<file path="src/include/fls_defs.vh">
// constants for the link state and fabric service framer
`ifndef FLS_DEFS_VH
`define FLS_DEFS_VH
`define FLS_FC_ADDR       24'hfffffd
`define FLS_CMD_LSU       32'h15000000
`define FLS_CMD_LSA       32'h16000000
`define FLS_CMD_BF        32'h01700000
`define FLS_CMD_RCF       32'h18000000
`define FLS_ACC_WORD      32'h00200000
`define FLS_FSPF_VER      8'h02
`define FLS_AUTH_NONE     8'h00
`define FLS_TYPE_SWLINK   8'h01
`define FLS_LINK_P2P      8'h01
`define FLS_VENDOR_MIN    8'hf0
`define FLS_RSVD8         8'h00
`define FLS_RSVD16        16'h0000
`define FLS_RSVD24        24'h000000
`define FLS_RSVD32        32'h00000000
`define FLS_IDX_W0        3'h0
`define FLS_IDX_W1        3'h1
`define FLS_IDX_W2        3'h2
`define FLS_IDX_W3        3'h3
`define FLS_IDX_W4        3'h4
`define FLS_IDX_FLAGS     3'h5
`define FLS_IDX_COUNT     3'h6
`define FLS_IDX_HDR_LAST  3'h5
`define FLS_IDX_STEP      3'h1
`define FLS_IDX_MAX       3'h7
`define FLS_LSR_FIXED     16'h001c
`define FLS_DESC_BYTES    16'h0010
`define FLS_CNT_ONE       32'h00000001
`define FLS_CNT_ZERO      32'h00000000
`define FLS_SEC_NS        1000000000
`define FLS_CLK_NS        4
`endif

</file>
<file path="src/hdl/fls_rec_fmt.v">
// word formatter for link state record headers and link descriptors
`include "fls_defs.vh"
module fls_rec_fmt (
	descSel,
	wordIdx,
	recType,
	recAge,
	ownDomain,
	advDomain,
	incarnation,
	checksum,
	recLength,
	nbrDomain,
	outPort,
	nbrPort,
	linkType,
	linkCost,
	word
);
	input  wire        descSel;
	input  wire [2:0]  wordIdx;
	input  wire [7:0]  recType;
	input  wire [15:0] recAge;
	input  wire [7:0]  ownDomain;
	input  wire [7:0]  advDomain;
	input  wire [31:0] incarnation;
	input  wire [15:0] checksum;
	input  wire [15:0] recLength;
	input  wire [7:0]  nbrDomain;
	input  wire [23:0] outPort;
	input  wire [23:0] nbrPort;
	input  wire [7:0]  linkType;
	input  wire [15:0] linkCost;
	output reg  [31:0] word;

	always @* begin
		word = `FLS_RSVD32;
		if (descSel) begin
			case (wordIdx)
				`FLS_IDX_W0: word = {`FLS_RSVD24, nbrDomain};
				`FLS_IDX_W1: word = {`FLS_RSVD8, outPort};
				`FLS_IDX_W2: word = {`FLS_RSVD8, nbrPort};
				`FLS_IDX_W3: word = {linkType, `FLS_RSVD8, linkCost};
				default:     word = `FLS_RSVD32;
			endcase
		end else begin
			case (wordIdx)
				`FLS_IDX_W0: word = {recType, `FLS_RSVD8, recAge};
				`FLS_IDX_W1: word = `FLS_RSVD32;
				`FLS_IDX_W2: word = {`FLS_RSVD24, ownDomain};
				`FLS_IDX_W3: word = {`FLS_RSVD24, advDomain};
				`FLS_IDX_W4: word = incarnation;
				`FLS_IDX_FLAGS: word = {checksum, recLength};
				default:     word = `FLS_RSVD32;
			endcase
		end
	end
endmodule

</file>
<file path="src/hdl/fls_framer.v">
// link state acknowledgement, build and reconfigure fabric framer and parser
`include "fls_defs.vh"
module fls_framer #(
	parameter SEC_CYCLES        = `FLS_SEC_NS / `FLS_CLK_NS,
	parameter [31:0] RJT_CMD    = 32'h01000000,
	parameter [7:0]  RJT_REASON = 8'h00,
	parameter [7:0]  RJT_EXPL_ISO = 8'h00,
	parameter [7:0]  RJT_EXPL_BF  = 8'h00
) (
	input  wire        core_clk,
	input  wire        sys_rst,
	input  wire [7:0]  ownDomain,
	input  wire        cmdLsa,
	input  wire [31:0] lsaCount,
	input  wire        cmdBf,
	input  wire        cmdRcf,
	output wire        cmdReady,
	input  wire        recValid,
	output wire        recReady,
	input  wire [7:0]  recType,
	input  wire [15:0] recBorn,
	input  wire [7:0]  recAdv,
	input  wire [31:0] recIncarn,
	input  wire [15:0] recChecksum,
	input  wire [15:0] recLinks,
	input  wire        bfAcceptEn,
	input  wire        rcfAcceptEn,
	input  wire        purgeDone,
	input  wire        isolateClear,
	output wire [15:0] secCount,
	output reg  [31:0] txData_q,
	output reg         txValid_q,
	output reg         txSop_q,
	output reg         txEop_q,
	output reg  [23:0] txSid_q,
	output reg  [23:0] txDid_q,
	output reg         txExpect_q,
	input  wire        txReady,
	input  wire [31:0] rxData,
	input  wire        rxValid,
	input  wire        rxSop,
	input  wire        rxEop,
	input  wire [23:0] rxSid,
	input  wire [23:0] rxDid,
	output reg         rxLsa_q,
	output reg         rxAcc_q,
	output reg         domListClear_q,
	output reg         purgeTraffic_q,
	output reg         isolated_q,
	output reg  [7:0]  lsuFlags_q,
	input  wire [1:0]  descIdx,
	input  wire [7:0]  descNbrDomain,
	input  wire [23:0] descOutPort,
	input  wire [23:0] descNbrPort,
	input  wire [7:0]  descLinkType,
	input  wire [15:0] descLinkCost,
	output reg  [31:0] descWord_q
);
	// ----------------------------------------
	// states and local signals
	// ----------------------------------------
	localparam [2:0] S_IDLE  = 3'h0;
	localparam [2:0] S_LSA   = 3'h1;
	localparam [2:0] S_REC   = 3'h2;
	localparam [2:0] S_PURGE = 3'h3;
	localparam [2:0] S_RJT   = 3'h4;
	localparam [31:0] SEC_LAST_W = SEC_CYCLES - 1;
	localparam [27:0] SEC_LAST   = SEC_LAST_W[27:0];

	reg  [2:0]  state_q;
	reg  [2:0]  wIdx_q;
	reg  [31:0] recLeft_q;
	reg  [31:0] lsaCount_q;
	reg         purgeAcc_q;
	reg         rjtRcf_q;
	reg         bfPend_q;
	reg         rcfPend_q;
	reg  [27:0] secDiv_q;
	reg  [15:0] sec_q;
	reg  [31:0] rxCmd_q;
	reg  [2:0]  rxIdx_q;
	reg         rxAddrOk_q;
	reg  [31:0] lsaWord;
	wire        ld;
	wire [31:0] recWord;
	wire [31:0] descWord;
	wire [7:0]  sendType;
	wire [7:0]  sendLinkType;
	wire [15:0] recAge;
	wire [15:0] recLength;
	wire [31:0] rxCmdNow;
	wire        rxAddrNow;
	wire        rxOkNow;

	assign ld       = !txValid_q || txReady;
	assign cmdReady = (state_q == S_IDLE) && ld && !bfPend_q && !rcfPend_q;
	assign recReady = (state_q == S_REC) && ld && recValid && (wIdx_q == `FLS_IDX_HDR_LAST);
	assign secCount = sec_q;

	// ----------------------------------------
	// record and descriptor field values
	// ----------------------------------------
	assign sendType = ((recType == `FLS_TYPE_SWLINK) || (recType >= `FLS_VENDOR_MIN)) ?
		recType : `FLS_TYPE_SWLINK;
	assign sendLinkType = ((descLinkType == `FLS_LINK_P2P) || (descLinkType >= `FLS_VENDOR_MIN)) ?
		descLinkType : `FLS_LINK_P2P;
	assign recAge    = sec_q - recBorn;
	assign recLength = `FLS_LSR_FIXED + recLinks * `FLS_DESC_BYTES;

	// checksum passes through untouched while the age moves on
	fls_rec_fmt u_hdr (
		.descSel     (1'b0),
		.wordIdx     (wIdx_q),
		.recType     (sendType),
		.recAge      (recAge),
		.ownDomain   (ownDomain),
		.advDomain   (recAdv),
		.incarnation (recIncarn),
		.checksum    (recChecksum),
		.recLength   (recLength),
		.nbrDomain   (descNbrDomain),
		.outPort     (descOutPort),
		.nbrPort     (descNbrPort),
		.linkType    (sendLinkType),
		.linkCost    (descLinkCost),
		.word        (recWord)
	);

	fls_rec_fmt u_desc (
		.descSel     (1'b1),
		.wordIdx     ({1'b0, descIdx}),
		.recType     (sendType),
		.recAge      (recAge),
		.ownDomain   (ownDomain),
		.advDomain   (recAdv),
		.incarnation (recIncarn),
		.checksum    (recChecksum),
		.recLength   (recLength),
		.nbrDomain   (descNbrDomain),
		.outPort     (descOutPort),
		.nbrPort     (descNbrPort),
		.linkType    (sendLinkType),
		.linkCost    (descLinkCost),
		.word        (descWord)
	);

	// ----------------------------------------
	// acknowledgement preamble words
	// ----------------------------------------
	always @* begin
		lsaWord = `FLS_RSVD32;
		case (wIdx_q)
			`FLS_IDX_W0: lsaWord = `FLS_CMD_LSA;
			`FLS_IDX_W1: lsaWord = {`FLS_FSPF_VER, `FLS_RSVD8, `FLS_AUTH_NONE, `FLS_RSVD8};
			`FLS_IDX_W2: lsaWord = {`FLS_RSVD24, ownDomain};
			`FLS_IDX_FLAGS: lsaWord = {`FLS_RSVD24, lsuFlags_q};
			`FLS_IDX_COUNT: lsaWord = lsaCount_q;
			default:     lsaWord = `FLS_RSVD32;
		endcase
	end

	assign rxCmdNow  = rxSop ? rxData : rxCmd_q;
	assign rxAddrNow = (rxSid == `FLS_FC_ADDR) && (rxDid == `FLS_FC_ADDR);
	assign rxOkNow   = rxSop ? rxAddrNow : rxAddrOk_q;

	// ----------------------------------------
	// transmit, response and receive control
	// ----------------------------------------
	always @(posedge core_clk) begin
		if (sys_rst) begin
			state_q        <= S_IDLE;
			wIdx_q         <= `FLS_IDX_W0;
			recLeft_q      <= `FLS_CNT_ZERO;
			lsaCount_q     <= `FLS_CNT_ZERO;
			purgeAcc_q     <= 1'b0;
			rjtRcf_q       <= 1'b0;
			bfPend_q       <= 1'b0;
			rcfPend_q      <= 1'b0;
			secDiv_q       <= 28'h0000000;
			sec_q          <= `FLS_RSVD16;
			rxCmd_q        <= `FLS_RSVD32;
			rxIdx_q        <= `FLS_IDX_W0;
			rxAddrOk_q     <= 1'b0;
			txData_q       <= `FLS_RSVD32;
			txValid_q      <= 1'b0;
			txSop_q        <= 1'b0;
			txEop_q        <= 1'b0;
			txSid_q        <= `FLS_RSVD24;
			txDid_q        <= `FLS_RSVD24;
			txExpect_q     <= 1'b0;
			rxLsa_q        <= 1'b0;
			rxAcc_q        <= 1'b0;
			domListClear_q <= 1'b0;
			purgeTraffic_q <= 1'b0;
			isolated_q     <= 1'b0;
			lsuFlags_q     <= `FLS_RSVD8;
			descWord_q     <= `FLS_RSVD32;
		end else begin
			descWord_q     <= descWord;
			rxLsa_q        <= 1'b0;
			rxAcc_q        <= 1'b0;
			domListClear_q <= 1'b0;
			if (secDiv_q == SEC_LAST) begin
				secDiv_q <= 28'h0000000;
				sec_q    <= sec_q + 16'h0001;
			end else begin
				secDiv_q <= secDiv_q + 28'h0000001;
			end
			if (isolateClear)
				isolated_q <= 1'b0;
			if (ld) begin
				txValid_q <= 1'b0;
				txSop_q   <= 1'b0;
				txEop_q   <= 1'b0;
			end
			case (state_q)
				S_IDLE: begin
					if (ld) begin
						txSid_q    <= `FLS_FC_ADDR;
						txDid_q    <= `FLS_FC_ADDR;
						txExpect_q <= 1'b0;
						if (rcfPend_q) begin
							rcfPend_q <= 1'b0;
							if (rcfAcceptEn) begin
								purgeTraffic_q <= 1'b1;
								purgeAcc_q     <= 1'b1;
								state_q        <= S_PURGE;
							end else begin
								isolated_q <= 1'b1;
								rjtRcf_q   <= 1'b1;
								txData_q   <= RJT_CMD;
								txValid_q  <= 1'b1;
								txSop_q    <= 1'b1;
								state_q    <= S_RJT;
							end
						end else if (bfPend_q) begin
							bfPend_q  <= 1'b0;
							txValid_q <= 1'b1;
							txSop_q   <= 1'b1;
							if (bfAcceptEn) begin
								txData_q <= `FLS_ACC_WORD;
								txEop_q  <= 1'b1;
							end else begin
								rjtRcf_q <= 1'b0;
								txData_q <= RJT_CMD;
								state_q  <= S_RJT;
							end
						end else if (cmdRcf) begin
							txData_q       <= `FLS_CMD_RCF;
							txValid_q      <= 1'b1;
							txSop_q        <= 1'b1;
							txEop_q        <= 1'b1;
							txExpect_q     <= 1'b1;
							domListClear_q <= 1'b1;
							purgeTraffic_q <= 1'b1;
							purgeAcc_q     <= 1'b0;
							state_q        <= S_PURGE;
						end else if (cmdBf) begin
							// no purge on build fabric
							txData_q       <= `FLS_CMD_BF;
							txValid_q      <= 1'b1;
							txSop_q        <= 1'b1;
							txEop_q        <= 1'b1;
							txExpect_q     <= 1'b1;
							domListClear_q <= 1'b1;
						end else if (cmdLsa) begin
							lsaCount_q <= lsaCount;
							recLeft_q  <= lsaCount;
							txData_q   <= `FLS_CMD_LSA;
							txValid_q  <= 1'b1;
							txSop_q    <= 1'b1;
							txExpect_q <= 1'b0;
							wIdx_q     <= `FLS_IDX_W1;
							state_q    <= S_LSA;
						end
					end
				end
				S_LSA: begin
					if (ld) begin
						txData_q  <= lsaWord;
						txValid_q <= 1'b1;
						if (wIdx_q == `FLS_IDX_COUNT) begin
							wIdx_q <= `FLS_IDX_W0;
							if (lsaCount_q == `FLS_CNT_ZERO) begin
								txEop_q <= 1'b1;
								state_q <= S_IDLE;
							end else begin
								state_q <= S_REC;
							end
						end else begin
							wIdx_q <= wIdx_q + `FLS_IDX_STEP;
						end
					end
				end
				S_REC: begin
					if (ld && recValid) begin
						txData_q  <= recWord;
						txValid_q <= 1'b1;
						if (wIdx_q == `FLS_IDX_HDR_LAST) begin
							wIdx_q    <= `FLS_IDX_W0;
							recLeft_q <= recLeft_q - `FLS_CNT_ONE;
							if (recLeft_q == `FLS_CNT_ONE) begin
								txEop_q <= 1'b1;
								state_q <= S_IDLE;
							end
						end else begin
							wIdx_q <= wIdx_q + `FLS_IDX_STEP;
						end
					end
				end
				S_PURGE: begin
					if (purgeDone && ld) begin
						purgeTraffic_q <= 1'b0;
						state_q        <= S_IDLE;
						if (purgeAcc_q) begin
							txData_q   <= `FLS_ACC_WORD;
							txValid_q  <= 1'b1;
							txSop_q    <= 1'b1;
							txEop_q    <= 1'b1;
							txExpect_q <= 1'b0;
						end
					end
				end
				S_RJT: begin
					if (ld) begin
						txData_q  <= {`FLS_RSVD8, RJT_REASON,
							(rjtRcf_q ? RJT_EXPL_ISO : RJT_EXPL_BF), `FLS_RSVD8};
						txValid_q <= 1'b1;
						txEop_q   <= 1'b1;
						state_q   <= S_IDLE;
					end
				end
				default: state_q <= S_IDLE;
			endcase
			// receive side; a new request sets its pending flag after any clear above
			if (rxValid) begin
				if (rxSop) begin
					rxCmd_q    <= rxData;
					rxAddrOk_q <= rxAddrNow;
					rxIdx_q    <= `FLS_IDX_W1;
				end else if (rxIdx_q != `FLS_IDX_MAX) begin
					rxIdx_q <= rxIdx_q + `FLS_IDX_STEP;
				end
				if (!rxSop && rxAddrOk_q && (rxCmd_q == `FLS_CMD_LSU) &&
					(rxIdx_q == `FLS_IDX_FLAGS))
					lsuFlags_q <= rxData[7:0];
				if (rxEop && rxOkNow) begin
					if (rxCmdNow == `FLS_CMD_BF) begin
						bfPend_q       <= 1'b1;
						domListClear_q <= 1'b1;
					end else if (rxCmdNow == `FLS_CMD_RCF) begin
						rcfPend_q      <= 1'b1;
						domListClear_q <= 1'b1;
					end else if (rxCmdNow == `FLS_CMD_LSA) begin
						rxLsa_q <= 1'b1;
					end else if (rxCmdNow == `FLS_ACC_WORD) begin
						rxAcc_q <= 1'b1;
					end
				end
			end
		end
	end
endmodule

</file>
<file path="config.mk">
export PLATFORM = sky130hd
export DESIGN_NAME = fls_framer
export DESIGN_NICKNAME = d
export VERILOG_FILES = /design/src/hdl/fls_rec_fmt.v /design/src/hdl/fls_framer.v
export VERILOG_INCLUDE_DIRS = /design/src /design/src/include
export SDC_FILE = /design/constraint.sdc
export NUM_CORES = 1
export LEC_CHECK = 0
export ABC_AREA = 1
export ABC_CLOCK_PERIOD_IN_PS = 2850
export BUFFER_PORTS_ARGS = -buffer_cell sky130_fd_sc_hd__buf_2
export CORE_AREA = 2 2 178 180
export CTS_CLUSTER_DIAMETER = 120
export DETAILED_ROUTE_END_ITERATION = 6
export DIE_AREA = 0 0 180 182
export PLACE_DENSITY = 0.74
export SLEW_MARGIN = 20
export SYNTH_ARGS = -nofsm -noshare
export SYNTH_HDL_FRONTEND = slang
export SYNTH_SLANG_ARGS = --single-unit
</file>
<file path="constraint.sdc">
create_clock -name core_clk -period 2.85 [get_ports core_clk]
set_input_delay 0.4275 -clock core_clk [delete_from_list [all_inputs] [get_ports core_clk]]
set_output_delay 0.4275 -clock core_clk [all_outputs]
set_load 0.03 [all_outputs]
</file>
# Yosys cells after proc, flatten, opt, wreduce, memory -nomap -nowiden
# Cells that the tools add are included.
# Widths: inputs -> output; s select.
[op_classes]
addsub = 7
order_cmp = 2
eq_ne = 50
mux = 142
bitwise_logic = 6
reduce_logical = 45
[ops]
columns = ["operator", "count"]
rows = [
  ["$mux 32", 21],
  ["$pmux 32 s5", 3],
  ["$pmux 32 s4", 1],
  ["$eq 32x29->1 const B", 3],
  ["$mux 1", 80],
  ["$mux 3", 25],
  ["$pmux 32 s2", 1],
  ["$eq 24x24->1 const B", 2],
  ["$eq 32x1->1 const B", 1],
  ["$eq 32x22->1 const B", 1],
  ["$eq 32x25->1 const B", 1],
  ["$logic_not 32->1", 1],
  ["$sub 32x1->32 const B", 1],
  ["$add 28x1->28 const B", 1],
  ["$eq 28x28->1 const B", 1],
  ["$reduce_and 9->1", 3],
  ["$mux 25", 1],
  ["$ne 2x2->1 const B", 12],
  ["$add 16x1->16 const B", 1],
  ["$add 5x16->16 const A", 1],
  ["$eq 8x1->1 const B", 2],
  ["$ge 8x8->1 const B", 2],
  ["$mux 8", 2],
  ["$sub 16x16->16", 1],
  ["34 further kinds", 84],
]
[word_totals]
reg_bits = 235
input_bits = 312
output_inout_bits = 147
word_cells = 277

# Depth between registers and ports, before layout
# Gate-level depths: netlist (run 1).
[depth]
ltp_word = 10
depth_mapped = 17
mapped_depth_nobuf = 17

# Hierarchy
# A second synthesis (run 1) with hierarchy kept.
[unflattened]
hier_cells = 2996
hier_area_um2 = 17461.7
[by_module_without_submodules]
columns = ["mod", "n_inst", "cells_each", "area_each_um2", "seq_area_each_um2"]
rows = [
  ["fls_framer", 1, 2118, 13663.1, 4704.5],
  ["fls_rec_fmt", 2, 439, 1899.3, 0.0],
]

# Worst setup path after synthesis (run 1)
# OpenSTA, ideal clock, no wires.
[synth_path]
path_type = "flip-flop to flip-flop"
startpoint = "register sec_q[0], in the netlist secCount[0]"
endpoint = "register txData_q[8]"
setup_time_ns = 0.132
t_arrival_ns = 2.068
required_time_ns = 2.718
setup_slack_ns = 0.650
path_stages_with_launch = 16
path_buffers = 0
synth_period_minus_slack_ns = 2.200
path_cell_list = "dfxtp_1 -> inv_1 -> ha_1 -> fa_1 -> inv_1 -> nand3_1 -> nand3_1 -> nand2_1 -> nand3_1 -> nand2_1 -> nand2_1 -> nor2_1 -> o21ai_0 -> nand2_1 -> nand2_1 -> a21oi_1"
[synth_between]
elab_chain_len = 4
[synth_lines]
columns = ["item", "line_no", "text"]
rows = [
  ["start: declaration", "fls_framer.v:79", "reg [15:0] sec_q;"],
  ["start signal: assignment", "fls_framer.v:180", "sec_q <= `FLS_RSVD16;"],
  ["start signal: assignment", "fls_framer.v:205", "sec_q <= sec_q + 16'h0001;"],
  ["$sub 16x16->16", "fls_framer.v:107", "assign recAge = sec_q - recBorn;"],
  ["$pmux 32 s5", "fls_rec_fmt.v:47", "case (wordIdx)"],
  ["$mux 32", "fls_framer.v:296", "if (ld && recValid) begin"],
  ["$pmux 32 s5", "fls_framer.v:216", "case (state_q)"],
  ["end signal: assignment", "fls_framer.v:241", "txData_q <= `FLS_ACC_WORD;"],
  ["end signal: assignment", "fls_framer.v:297", "txData_q <= recWord;"],
  ["end signal: assignment", "fls_framer.v:316", "txData_q <= `FLS_ACC_WORD;"],
  ["end: declaration", "fls_framer.v:31", "output reg [31:0] txData_q,"],
]
# Every way passes these cells. The select of a mux whose other input is x is not followed.
# A chain may end at the register's enable or synchronous reset.

# Final worst setup path (run 1)
[layout_path]
startpoint = "register state_q[1]"
endpoint = "output port recReady"
[layout_between]
elab_chain_len = 4
[layout_lines]
columns = ["item", "line_no", "text"]
rows = [
  ["start: declaration", "fls_framer.v:70", "reg [2:0] state_q;"],
  ["start signal: assignment", "fls_framer.v:171", "state_q <= S_IDLE;"],
  ["start signal: assignment", "fls_framer.v:227", "state_q <= S_PURGE;"],
  ["start signal: assignment", "fls_framer.v:234", "state_q <= S_RJT;"],
  ["$eq 3x2->1", "fls_framer.v:97", "assign recReady = (state_q == S_REC) && ld && recValid && (wIdx_q == `FLS_IDX_HDR_LAST);"],
  ["$logic_and 1x1->1 (3 in a row)", "fls_framer.v:97", ""],
  ["end: declaration", "fls_framer.v:19", "output wire recReady,"],
]
# Every way passes these cells.

==> impl_results.md, run 1 <==
* Worst Hold Class: in -> reg
* Multi-input logic area at 7720 um2
* Crit path kind: reg -> out
* Die area at 32760 um2
* CTS max path bufs at 3
* Most frequent CP cell: inv_2
* Global route overflow at 0
* Wire per inst at 16.71 um
* Initial Utilization at 46.07%
* Final Hold Vio Count at 0
* CP Launch Type: register
* Rows at 65
* Clk pin slew, worst setup/hold paths at 0.06 ns
* Share of post-route cells with drive strength above 1 at 21.07%
* Fill count at 3166
* Asr flop ratio synth at 0%
* Worst Path Buf+Inv at 3
* #FFs+latches synth at 235
* Setup Fix Bufs, Post-CTS at 0
* Setup TNS Final at 0 ns
* Total CTS buffers at 26
* Dpl ws at around 0.45 ns
* CTS tree: yes
* Io pins at 459
* Routed vias at 16.19k
* Max Cap Violations at 0
* Yosys warning total at 0
* Total Power at approximately 0.013 W
* DR DRC count at 0
* Worst path top cell family by delay: simple AND/OR/NAND/NOR gates
* Gpl congestion at 0.9756
* Most common cell after layout, fill and taps aside: nand2_1
* CP peak stage delay at between 0.4 and 0.5 ns
* Die W at 180 um
* Peak Freq at 0.3907 GHz
* Post-Syn Instances at 2249
* Worst Skew at 0.01617 ns
* Vias per cell at 5.315
* Post-Synthesis Cell Area at between 10000 and 15000 um2
* Initial antenna violation count at 0
* Core Box Area at 30990 um2
* Sequential fraction of the synthesis area at roughly 33%
* Die Y at 182 um
* Register Area at about 4700 um2
* Tot GR Track Use at between 20 and 30%
* Most frequent cells in the layout: nand2_1 (562), buf_2 (451), inv_1 (283)
* Post-Syn Area per Cell at 6.347 um2
* H-tree levels at 1
* Hold Buf Count CTS at 0
* Post-cts resize count at 0
* Req. time, crit path at approximately 2.4 ns
* Slew @ Worst Pin at 0.7776 ns
* Post-route cell area at 17390 um2
* RSZ-0062 raised after global routing: no
* Pwr dens at 772.8 nW/um2
* Vias in the first global route at 14.93k
* Hpwl dp at 39940 um
* Final WS setup at 0.2908 ns
* LEAKAGE at 8.534 nW
* Global-route wire length before repair at about 78000 um
* Normalized max-slew margin at 48.10%
* Final worst path period share at approximately 90%
* Final setup viols at 0
* Placed Area at 16590 um2
* Ant diodes at 0
* Worst skew pair latency at 0.54 ns
* Run status: finished clean
* ANT nets after route at 0
* Worst-path fanout max at 12
* VDD IR max at 0.4825 mV
* Post-synth EDFFs at 0
* Crit-path cells: inv_2 -> nor2_4 -> inv_2 -> nor3_1 -> buf_2
* Netlist cell types at 50
* Synth Flop Type: dfxtp_1
* Initial DRC count at 1178
* Routed WL at 50910 um
* CTS Root Cell: clkbuf_16
* Drt pass-1 iters at 7
* Fin nets at slightly below 3k
* CP endpoint kind: output pin
* Syn-to-layout area delta at 21.84%
* Pin count of the biggest net entering global routing at 75
* Arrival @ worst endpoint at 2.13 ns
* CTS Sinks at 235
* Fin. max-slew vios at 0
* Input/output buffers at roughly 450
* Slowest CP cell: dfxtp_1
* Period minus WS final at 2.559 ns
## worst min-delay path, delay by kind of cell
family | cells | cell delay [ns]
buf+inv | 1 | 0.09
simple gates | 2 | 0.10
## registers in the layout (all words and copies together) (netlist names), 3 cells and up
| signal | cells |
|---|---|
| recLeft_q | 32 |
| txData_q | 32 |
| lsuFlags_q | 8 |
| descWord_q | 32 |
| rxIdx_q | 3 |
| lsaCount_q | 32 |
| rxCmd_q | 32 |
| wIdx_q | 3 |
| state_q | 3 |
| secDiv_q | 28 |
| secCount | 16 |
## logic make-up (layout without fill, tap and decap cells)
logic type	Yosys count	after routing	synth area share [%]
and+or+nand+nor	1052	1052	31.18
AOI/OAI and AO/OA	463	463	17.84
buffers and inverters	431	825	13.03
DFF	235	235	32.96
xor gates and xnor gates	36	36	2.209
adders and majority gates	30	30	2.682
other	1	2	0.02627
muxes	1	1	0.07013
## synth_stat cells, types with 9 or more instances
cell type / number / share of area [%]
inv_1: 284 / 7.5
nor4_1: 25 / 1.1
xor2_1: 22 / 1.3
o21ai_0: 193 / 6.8
buf_4: 48 / 2.5
a31oi_1: 9 / 0.39
a21oi_1: 189 / 6.6
nand2_1: 562 / 15
nand4_1: 47 / 2.1
buf_2: 19 / 0.67
a41oi_1: 9 / 0.55
ha_1: 29 / 2.5
a22o_1: 12 / 0.74
dfxtp_1: 235 / 33
inv_2: 10 / 0.26
nor3_1: 49 / 1.7
nor2_1: 230 / 6.0
clkbuf_1: 56 / 1.5
o211ai_1: 14 / 0.74
xnor2_1: 14 / 0.86
nand3_1: 102 / 3.6
## report_power, final
part	internal (W)	total, W	switching, W
sequential	0.00370	0.00406	0.000361
combinational	0.00187	0.00615	0.00428
clock	0.00188	0.00323	0.00135
total	0.00745	0.0134	0.00599
## worst paths after layout
path / from / end / slack, ns / cells after the start
max: state_q[1]$_SDFFE_PP0P_ / recReady / 0.29 / 5
min: descLinkType[0] / descWord_q[24]$_SDFF_PP0_ / 0.12 / 3
max reg2reg: wIdx_q[0]$_SDFFE_PP0P_ / txData_q[28]$_SDFFE_PP0P_ / 0.39 / 12
min reg2reg: secDiv_q[0]$_SDFF_PP0_ / secDiv_q[0]$_SDFF_PP0_ / 0.45 / 1
## layout make-up
cell class	count	area share (%)
clock buffers	37	4.504
clock inverters	4	0.1151
inverters	299	6.454
multi-input cells	1584	44.39
flip-flops and latches	235	27.05
well taps	402	2.892
repair buffers	485	14.59
## per-layer routing
| metal | track usage, % | vias up | part of all wire, % | wire [um] |
|---|---|---|---|---|
| li1 | - | 8049 | - | - |
| met1 | 37.45 | 7362 | 42 | 21240 |
| met2 | 51.16 | 680 | 47 | 24010 |
| met3 | 3.771 | 99 | 7.3 | 3733 |
| met4 | 11.28 | 0 | 3.8 | 1920 |
| met5 | 0 | - | 0 | 0 |
## metrics by stage
step	instances	hold WS (ns)	utilization [%]
3_5_place_dp	3005	0.4386	53.53
6_report	3046	0.1151	56.12
2_1_floorplan	2250	0.4176	-
3_3_place_gp	3005	0.4289	53.53
5_1_grt	3046	0.1193	56.12
4_1_cts	3046	0.09431	56.12
No activity file was read; power rests on OpenSTA's default activity.
==> run 2, diff against run 1 <==
CTS_BUF_LIST = sky130_fd_sc_hd__clkbuf_4 sky130_fd_sc_hd__clkbuf_8 sky130_fd_sc_hd__clkbuf_16   (was unset)
==> impl_results.md, run 2 (synthesis gave the netlist of run 1 again) <==
* Worst Hold Class: in -> reg
* Worst-path fanout max at 12
* Global route overflow at 0
* CTS Root Cell: clkbuf_16
* Hold-critical path depth at 3
* Final worst path period share at 89.93%
* Initial DRC count at 1180
* Hold path startpoint: descLinkType[0]
* CTS Sinks at approximately 240
* Hold Buf Count CTS at 0
* Final Hold Vio Count at 0
* Hold EP: descWord_q[24]$_SDFF_PP0_
* Crit path kind: reg -> out
* Pin count of the biggest net entering global routing at between 70 and 80
* Initial Utilization at 46.07%
* Slew @ Worst Pin at between 0.7 and 0.8 ns
* Most common cell after layout, fill and taps aside: nand2_1
* Vias in the first global route at 14.93k
* Arrival @ worst endpoint at 2.14 ns
* DR DRC count at 0
* Syn-to-layout area delta at 21.91%
* Setup Fix Bufs, Post-CTS at 0
* Die area at between 30000 and 40000 um2
* Worst Reg-to-Reg Cells at 12
* Drt pass-1 iters at 7
* Vias per cell at 5.301
* Dpl ws at between 0.4 and 0.5 ns
* Io pins at between 400 and 500
* Post-cts resize count at 0
* Worst skew pair latency at about 0.54 ns
* Rows at 65
* Tot GR Track Use at 29.54%
* Initial antenna violation count at 0
* Total Power at 0.01347 W
* Final setup viols at 0
* Combinational fraction of design power at 45.7%
* Peak Freq at roughly 0.4 GHz
* RSZ-0062 raised after global routing: no
* Most frequent cells in the layout: nand2_1 (562), buf_2 (451), inv_1 (283)
* # placed instances at 3005
* Wire per inst at 16.71 um
* Clk pin slew, worst setup/hold paths at 0.06 ns
* Normalized max-slew margin at around half
* Input/output buffers at 452
* Max Cap Violations at 0
* CTS max path bufs at 3
* Worst flop-to-flop path startpoint: wIdx_q[0]$_SDFFE_PP0P_
* RR Endpoint: txData_q[28]$_SDFFE_PP0P_
* H-tree levels at 1
* Routed vias at 16.15k
* CP Launch Type: register
* Pwr dens at 773.8 nW/um2
* Die Y at roughly 180 um
* Die W at 180 um
* Req. time, crit path at 2.42 ns
* Share of post-route cells with drive strength above 1 at 21.18%
* Setup TNS Final at 0 ns
* Worst Skew at around 0.016 ns
* Part of the power in registers at 30.2%
* Int Power at 0.007477 W
* Fin nets at 2973
* Total CTS buffers at 26
* Core Box Area at 30990 um2
* Gpl congestion at 0.9756
* LEAKAGE at 8.544 nW
* Sw Ratio at between 40 and 50%
* Ant diodes at 0
* CTS tree: yes
* VDD IR max at 0.4825 mV
* ANT nets after route at 0
* Run status: finished clean
* Psw at approximately 0.006 W
* Routed WL at 50890 um
* Hpwl dp at 39940 um
* Period minus WS final at 2.563 ns
* R2r setup slk at 0.41 ns
* Global-route wire length before repair at 78200 um
* Clock power share at 24.2%
* CP endpoint kind: output pin
* Fin. max-slew vios at 0
* Non-Filler Instances at 3046
* Final WS setup at between 0.2 and 0.3 ns
run 2: cell counts in the layout (fill, tap and decap cells not counted):
No cell type changed its count.
run 2: through the flow:
step / utilization, % / instance area (um2) / hold slack [ns]
final: 56.16 / 17400 / 0.1152
after global routing: 56.16 / 17400 / 0.1191
after CTS: 56.16 / 17400 / 0.09428
after detailed placement: 53.53 / 16590 / 0.4386
after global placement: 53.53 / 16590 / 0.4289
after floorplan: - / 14280 / 0.4176
run 2: worst max-delay path by stage:
stage | slack, ns | end | startpoint
after global placement | 0.57 | recLeft_q[8]$_SDFFE_PP0P_ | state_q[1]$_SDFFE_PP0P_
after detailed placement | 0.45 | txData_q[28]$_SDFFE_PP0P_ | wIdx_q[0]$_SDFFE_PP0P_
after floorplan | 0.65 | txData_q[8]$_SDFFE_PP0P_ | secCount[0]$_SDFFE_PP0P_
after global routing | 0.17 | cmdReady | state_q[2]$_SDFFE_PP0P_
after CTS | 0.29 | recReady | state_q[1]$_SDFFE_PP0P_
final | 0.29 | recReady | state_q[1]$_SDFFE_PP0P_
run 2: layout make-up:
cell class                      instances  area (um2)
Fill cell                            3163       13580
Multi-Input combinational cell       1584        7720
Sequential cell                       235        4705
Timing Repair Buffer                  485        2537
Inverter                              299        1122
Clock buffer                           37       794.5
Tap cell                              402       503.0
Clock inverter                          4       20.02
run 2: power groups by stage:
stage | clock network, W | logic [W] | registers (W)
floorplan | 0 | 0.00430 | 0.00432
global placement | 0 | 0.00597 | 0.00411
detailed placement | 0 | 0.00605 | 0.00412
CTS | 0.00332 | 0.00608 | 0.00405
global route | 0.00345 | 0.00676 | 0.00411
finish | 0.00326 | 0.00615 | 0.00406
run 2: metal layers:
layer  share of wire [%]  global-route usage [%]
met5                   0                       0
met4                 3.7                   11.28
met3                 7.3                   3.771
met2                  47                   51.16
met1                  42                   37.45
run 2: critical path, cell delays in order, from the launching register on:
cell	delay [ns]
dfxtp_1	0.44
inv_2	0.10
nor2_4	0.32
inv_2	0.13
nor3_1	0.33
buf_2	0.27
==> run 3, diff against run 2 <==
ABC_AREA = unset   (was 1)
CORE_AREA = 2 2 177 179   (was 2 2 178 180)
DIE_AREA = 0 0 179 181   (was 0 0 180 182)
PLACE_DENSITY = 0.71   (was 0.74)
==> impl_results.md, run 3 <==
* Commonest cells in the netlist: dfxtp_1 (235), nand2_1 (235), nor2_1 (192)
* CTS Root Cell: clkbuf_16
* Share of post-route cells with drive strength above 1 at 28.65%
* Clock power share at between 20 and 30%
* #FFs+latches synth at 235
* CP Launch Type: register
* VDD IR max at 0.5371 mV
* Met2 Use GR at 49.62%
* Worst Hold Class: in -> reg
* Input/output buffers at 452
* Drt pass-1 iters at 7
* Io pins at 459
* Global-route wire length before repair at around 73000 um
* CTS Sinks at around 240
* CP peak stage delay at 0.33 ns
* Post-synth top area cell: dfxtp_1
* Fin. max-slew vios at 0
* Initial antenna violation count at 4
* ANT nets after route at 0
* Dpl ws at around 0.14 ns
* Worst-path fanout max at 22
* Sw Ratio at 40.72%
* Worst skew pair latency at 0.55 ns
* Post-Syn Instances at 1689
* CTS tree: yes
* Post-Synthesis Cell Area at around 13000 um2
* Busiest grt layer: met2
* Die area at ~32000 um2
* Placed Area at ~16000 um2
* Die W at around 180 um
* Run status: finished with violations
* Met1 capacity usage during global routing at roughly a third
* Post-route cell area at 16630 um2
* Pwr dens at around 800 nW/um2
* Setup TNS Final at 0 ns
* Max Cap Violations at 0
* RSZ-0062 raised after global routing: no
* Asr flop ratio synth at 0%
* Crit-path cells: inv_1 -> ha_1 -> and2_1 -> buf_6 -> nand2_1 -> nor2_1 -> buf_2
* Routed WL at roughly 47000 um
* Final WS setup at ~0.10 ns
* Initial Utilization at 43.28%
* Worst flop-to-flop path startpoint: wIdx_q[1]$_SDFFE_PP0P_
* Psw at 0.005420 W
* Fin nets at between 2k and 2.5k
* Sequential fraction of the synthesis area at 35.82%
* Routed vias at 14.20k
* Int Power at 0.007891 W
* Vias in the first global route at 13.49k
* Final setup viols at 0
* LEAKAGE at ~7.2 nW
* Initial DRC count at 1219
* Final worst path period share at 96.35%
* Syn-to-layout area delta at 26.62%
* H-tree levels at 1
* Vias per cell at around 5.7
* Yosys warning total at 0
* CTS max path bufs at 3
* Setup Fix Bufs, Post-CTS at 0
* Slew @ Worst Pin at 1.039 ns
* Worst Path Buf+Inv at 3
* Normalized max-slew margin at 30.38%
* Tot GR Track Use at 28.37%
* Hold path startpoint: descLinkType[3]
* Most frequent cells in the layout: buf_2 (451), nand2_1 (235), dfxtp_1 (234)
* Global route overflow at 0
* Netlist cell types at 77
* Hpwl dp at approximately 37000 um
* Worst Reg-to-Reg Cells at 9
* Rows at 64
* Hold-critical path depth at 2
* Slowest CP cell: dfxtp_1
* RR Endpoint: recLeft_q[3]$_SDFFE_PP0P_
* Post-synth EDFFs at 0
* Die Y at 181 um
* Worst Skew at about 0.034 ns
* Req. time, crit path at between 2 and 2.5 ns
* Combinational fraction of design power at 41.5%
* R2r setup slk at 0.23 ns
* Arrival @ worst endpoint at 2.32 ns
* DR DRC count at 9
* Period minus WS final at 2.746 ns
* Hold Buf Count CTS at 0
* Crit path kind: reg -> out
* Core Box Area at 30350 um2
* Met3 Track Usage GR at under 10%
* Final Hold Vio Count at 0
* Part of the power in registers at a little under a third
* Synth top area cells: dfxtp_1 (36%), nand2_1 (6.7%), a21oi_1 (5.7%)
* Wire per inst at 19.00 um
* Hold EP: descWord_q[27]$_SDFF_PP0_
* Synth Flop Type: dfxtp_1
* Clk pin slew, worst setup/hold paths at 0.06 ns
* Peak Freq at ~0.36 GHz
* Most common cell after layout, fill and taps aside: buf_2
* Pin count of the biggest net entering global routing at 113
* CP endpoint kind: output pin
* Post-Syn Area per Cell at between 7 and 8 um2
* Total CTS buffers at 28
* Failing checks: design-rule violations
* Worst path top cell family by delay: simple AND/OR/NAND/NOR gates
* Gpl congestion at between 0.9 and 1
* Share of the synthesized area in the top cell type at a little over a third
-- run 3: cell count changes after synthesis, moves of 13 or more --
cell	delta
a22oi_1	+36
nor2_1	-38
and2_1	+16
nand2_1	-327
nand3_1	-71
mux2_2	+14
nor2b_1	+31
clkbuf_1	+31
mux2i_1	+15
inv_1	-238
and3_1	+13
o21ai_0	-129
a21oi_1	-40
-- run 3: layer usage --
metal,up-vias,share of wire [%]
met1,6623,40
met5,-,0.027
met4,2,4.3
met3,115,7.0
li1,6798,-
met2,662,49
-- run 3: kinds of logic after synthesis --
group                      after synthesis  share of synthesized area [%]
AOI/OAI and AO/OA                      423                          20.73
xor gates and xnor gates                48                          3.201
adders and majority gates               30                          2.915
buffers and inverters                  203                          7.326
DFF                                    235                          35.82
muxes                                   39                          3.877
other                                    1                        0.02855
and+or+nand+nor                        710                          26.10
-- run 3: final cells by class --
type	instances	area (um2)
well taps	396	495.5
multi-input cells	1252	7478
clock buffers	36	809.5
diodes	4	10.01
repair buffers	511	2778
fillers	2882	13720
flip-flops and latches	235	4706
clock inverters	16	172.7
inverters	48	180.2
-- run 3: per-stage QoR --
step	util, %	std cells	hold WS (ns)	total power (W)
4_1_cts	54.76	2494	0.09318	0.01330
3_5_place_dp	51.51	2442	0.4390	0.009536
6_report	54.79	2498	0.1188	0.01331
3_3_place_gp	51.51	2442	0.4217	0.009457
5_1_grt	54.79	2497	0.09575	0.01410
2_1_floorplan	-	1690	0.4130	0.007880
-- run 3: repair_timing --
action / in CTS / in global routing
gates resized for setup: 1 / 1
hold endpoints to repair: 0 / 0
cloned: 0 / 0
endpoints found under the setup margin: 1 / 1
-- run 3: how the worst max path moves through the flow --
stage	cells past startpoint	to	start	slack [ns]
after floorplan	9	txData_q[12]$_SDFFE_PP0P_	secCount[0]$_SDFFE_PP0P_	0.17
after global placement	8	recLeft_q[3]$_SDFFE_PP0P_	cmdBf	0.17
after detailed placement	8	recLeft_q[3]$_SDFFE_PP0P_	cmdBf	0.14
after CTS	5	recReady	state_q[1]$_SDFFE_PP0P_	0.05
after global routing	7	recReady	wIdx_q[1]$_SDFFE_PP0P_	0.03
final	7	recReady	wIdx_q[1]$_SDFFE_PP0P_	0.10
-- run 3: power groups by stage --
| stage | clock network [W] | logic (W) | registers, W |
|---|---|---|---|
| after floorplan | 0 | 0.00349 | 0.00439 |
| after global placement | 0 | 0.00537 | 0.00409 |
| after detailed placement | 0 | 0.00544 | 0.00410 |
| after CTS | 0.00380 | 0.00547 | 0.00403 |
| after global routing | 0.00396 | 0.00605 | 0.00409 |
| final | 0.00375 | 0.00552 | 0.00405 |
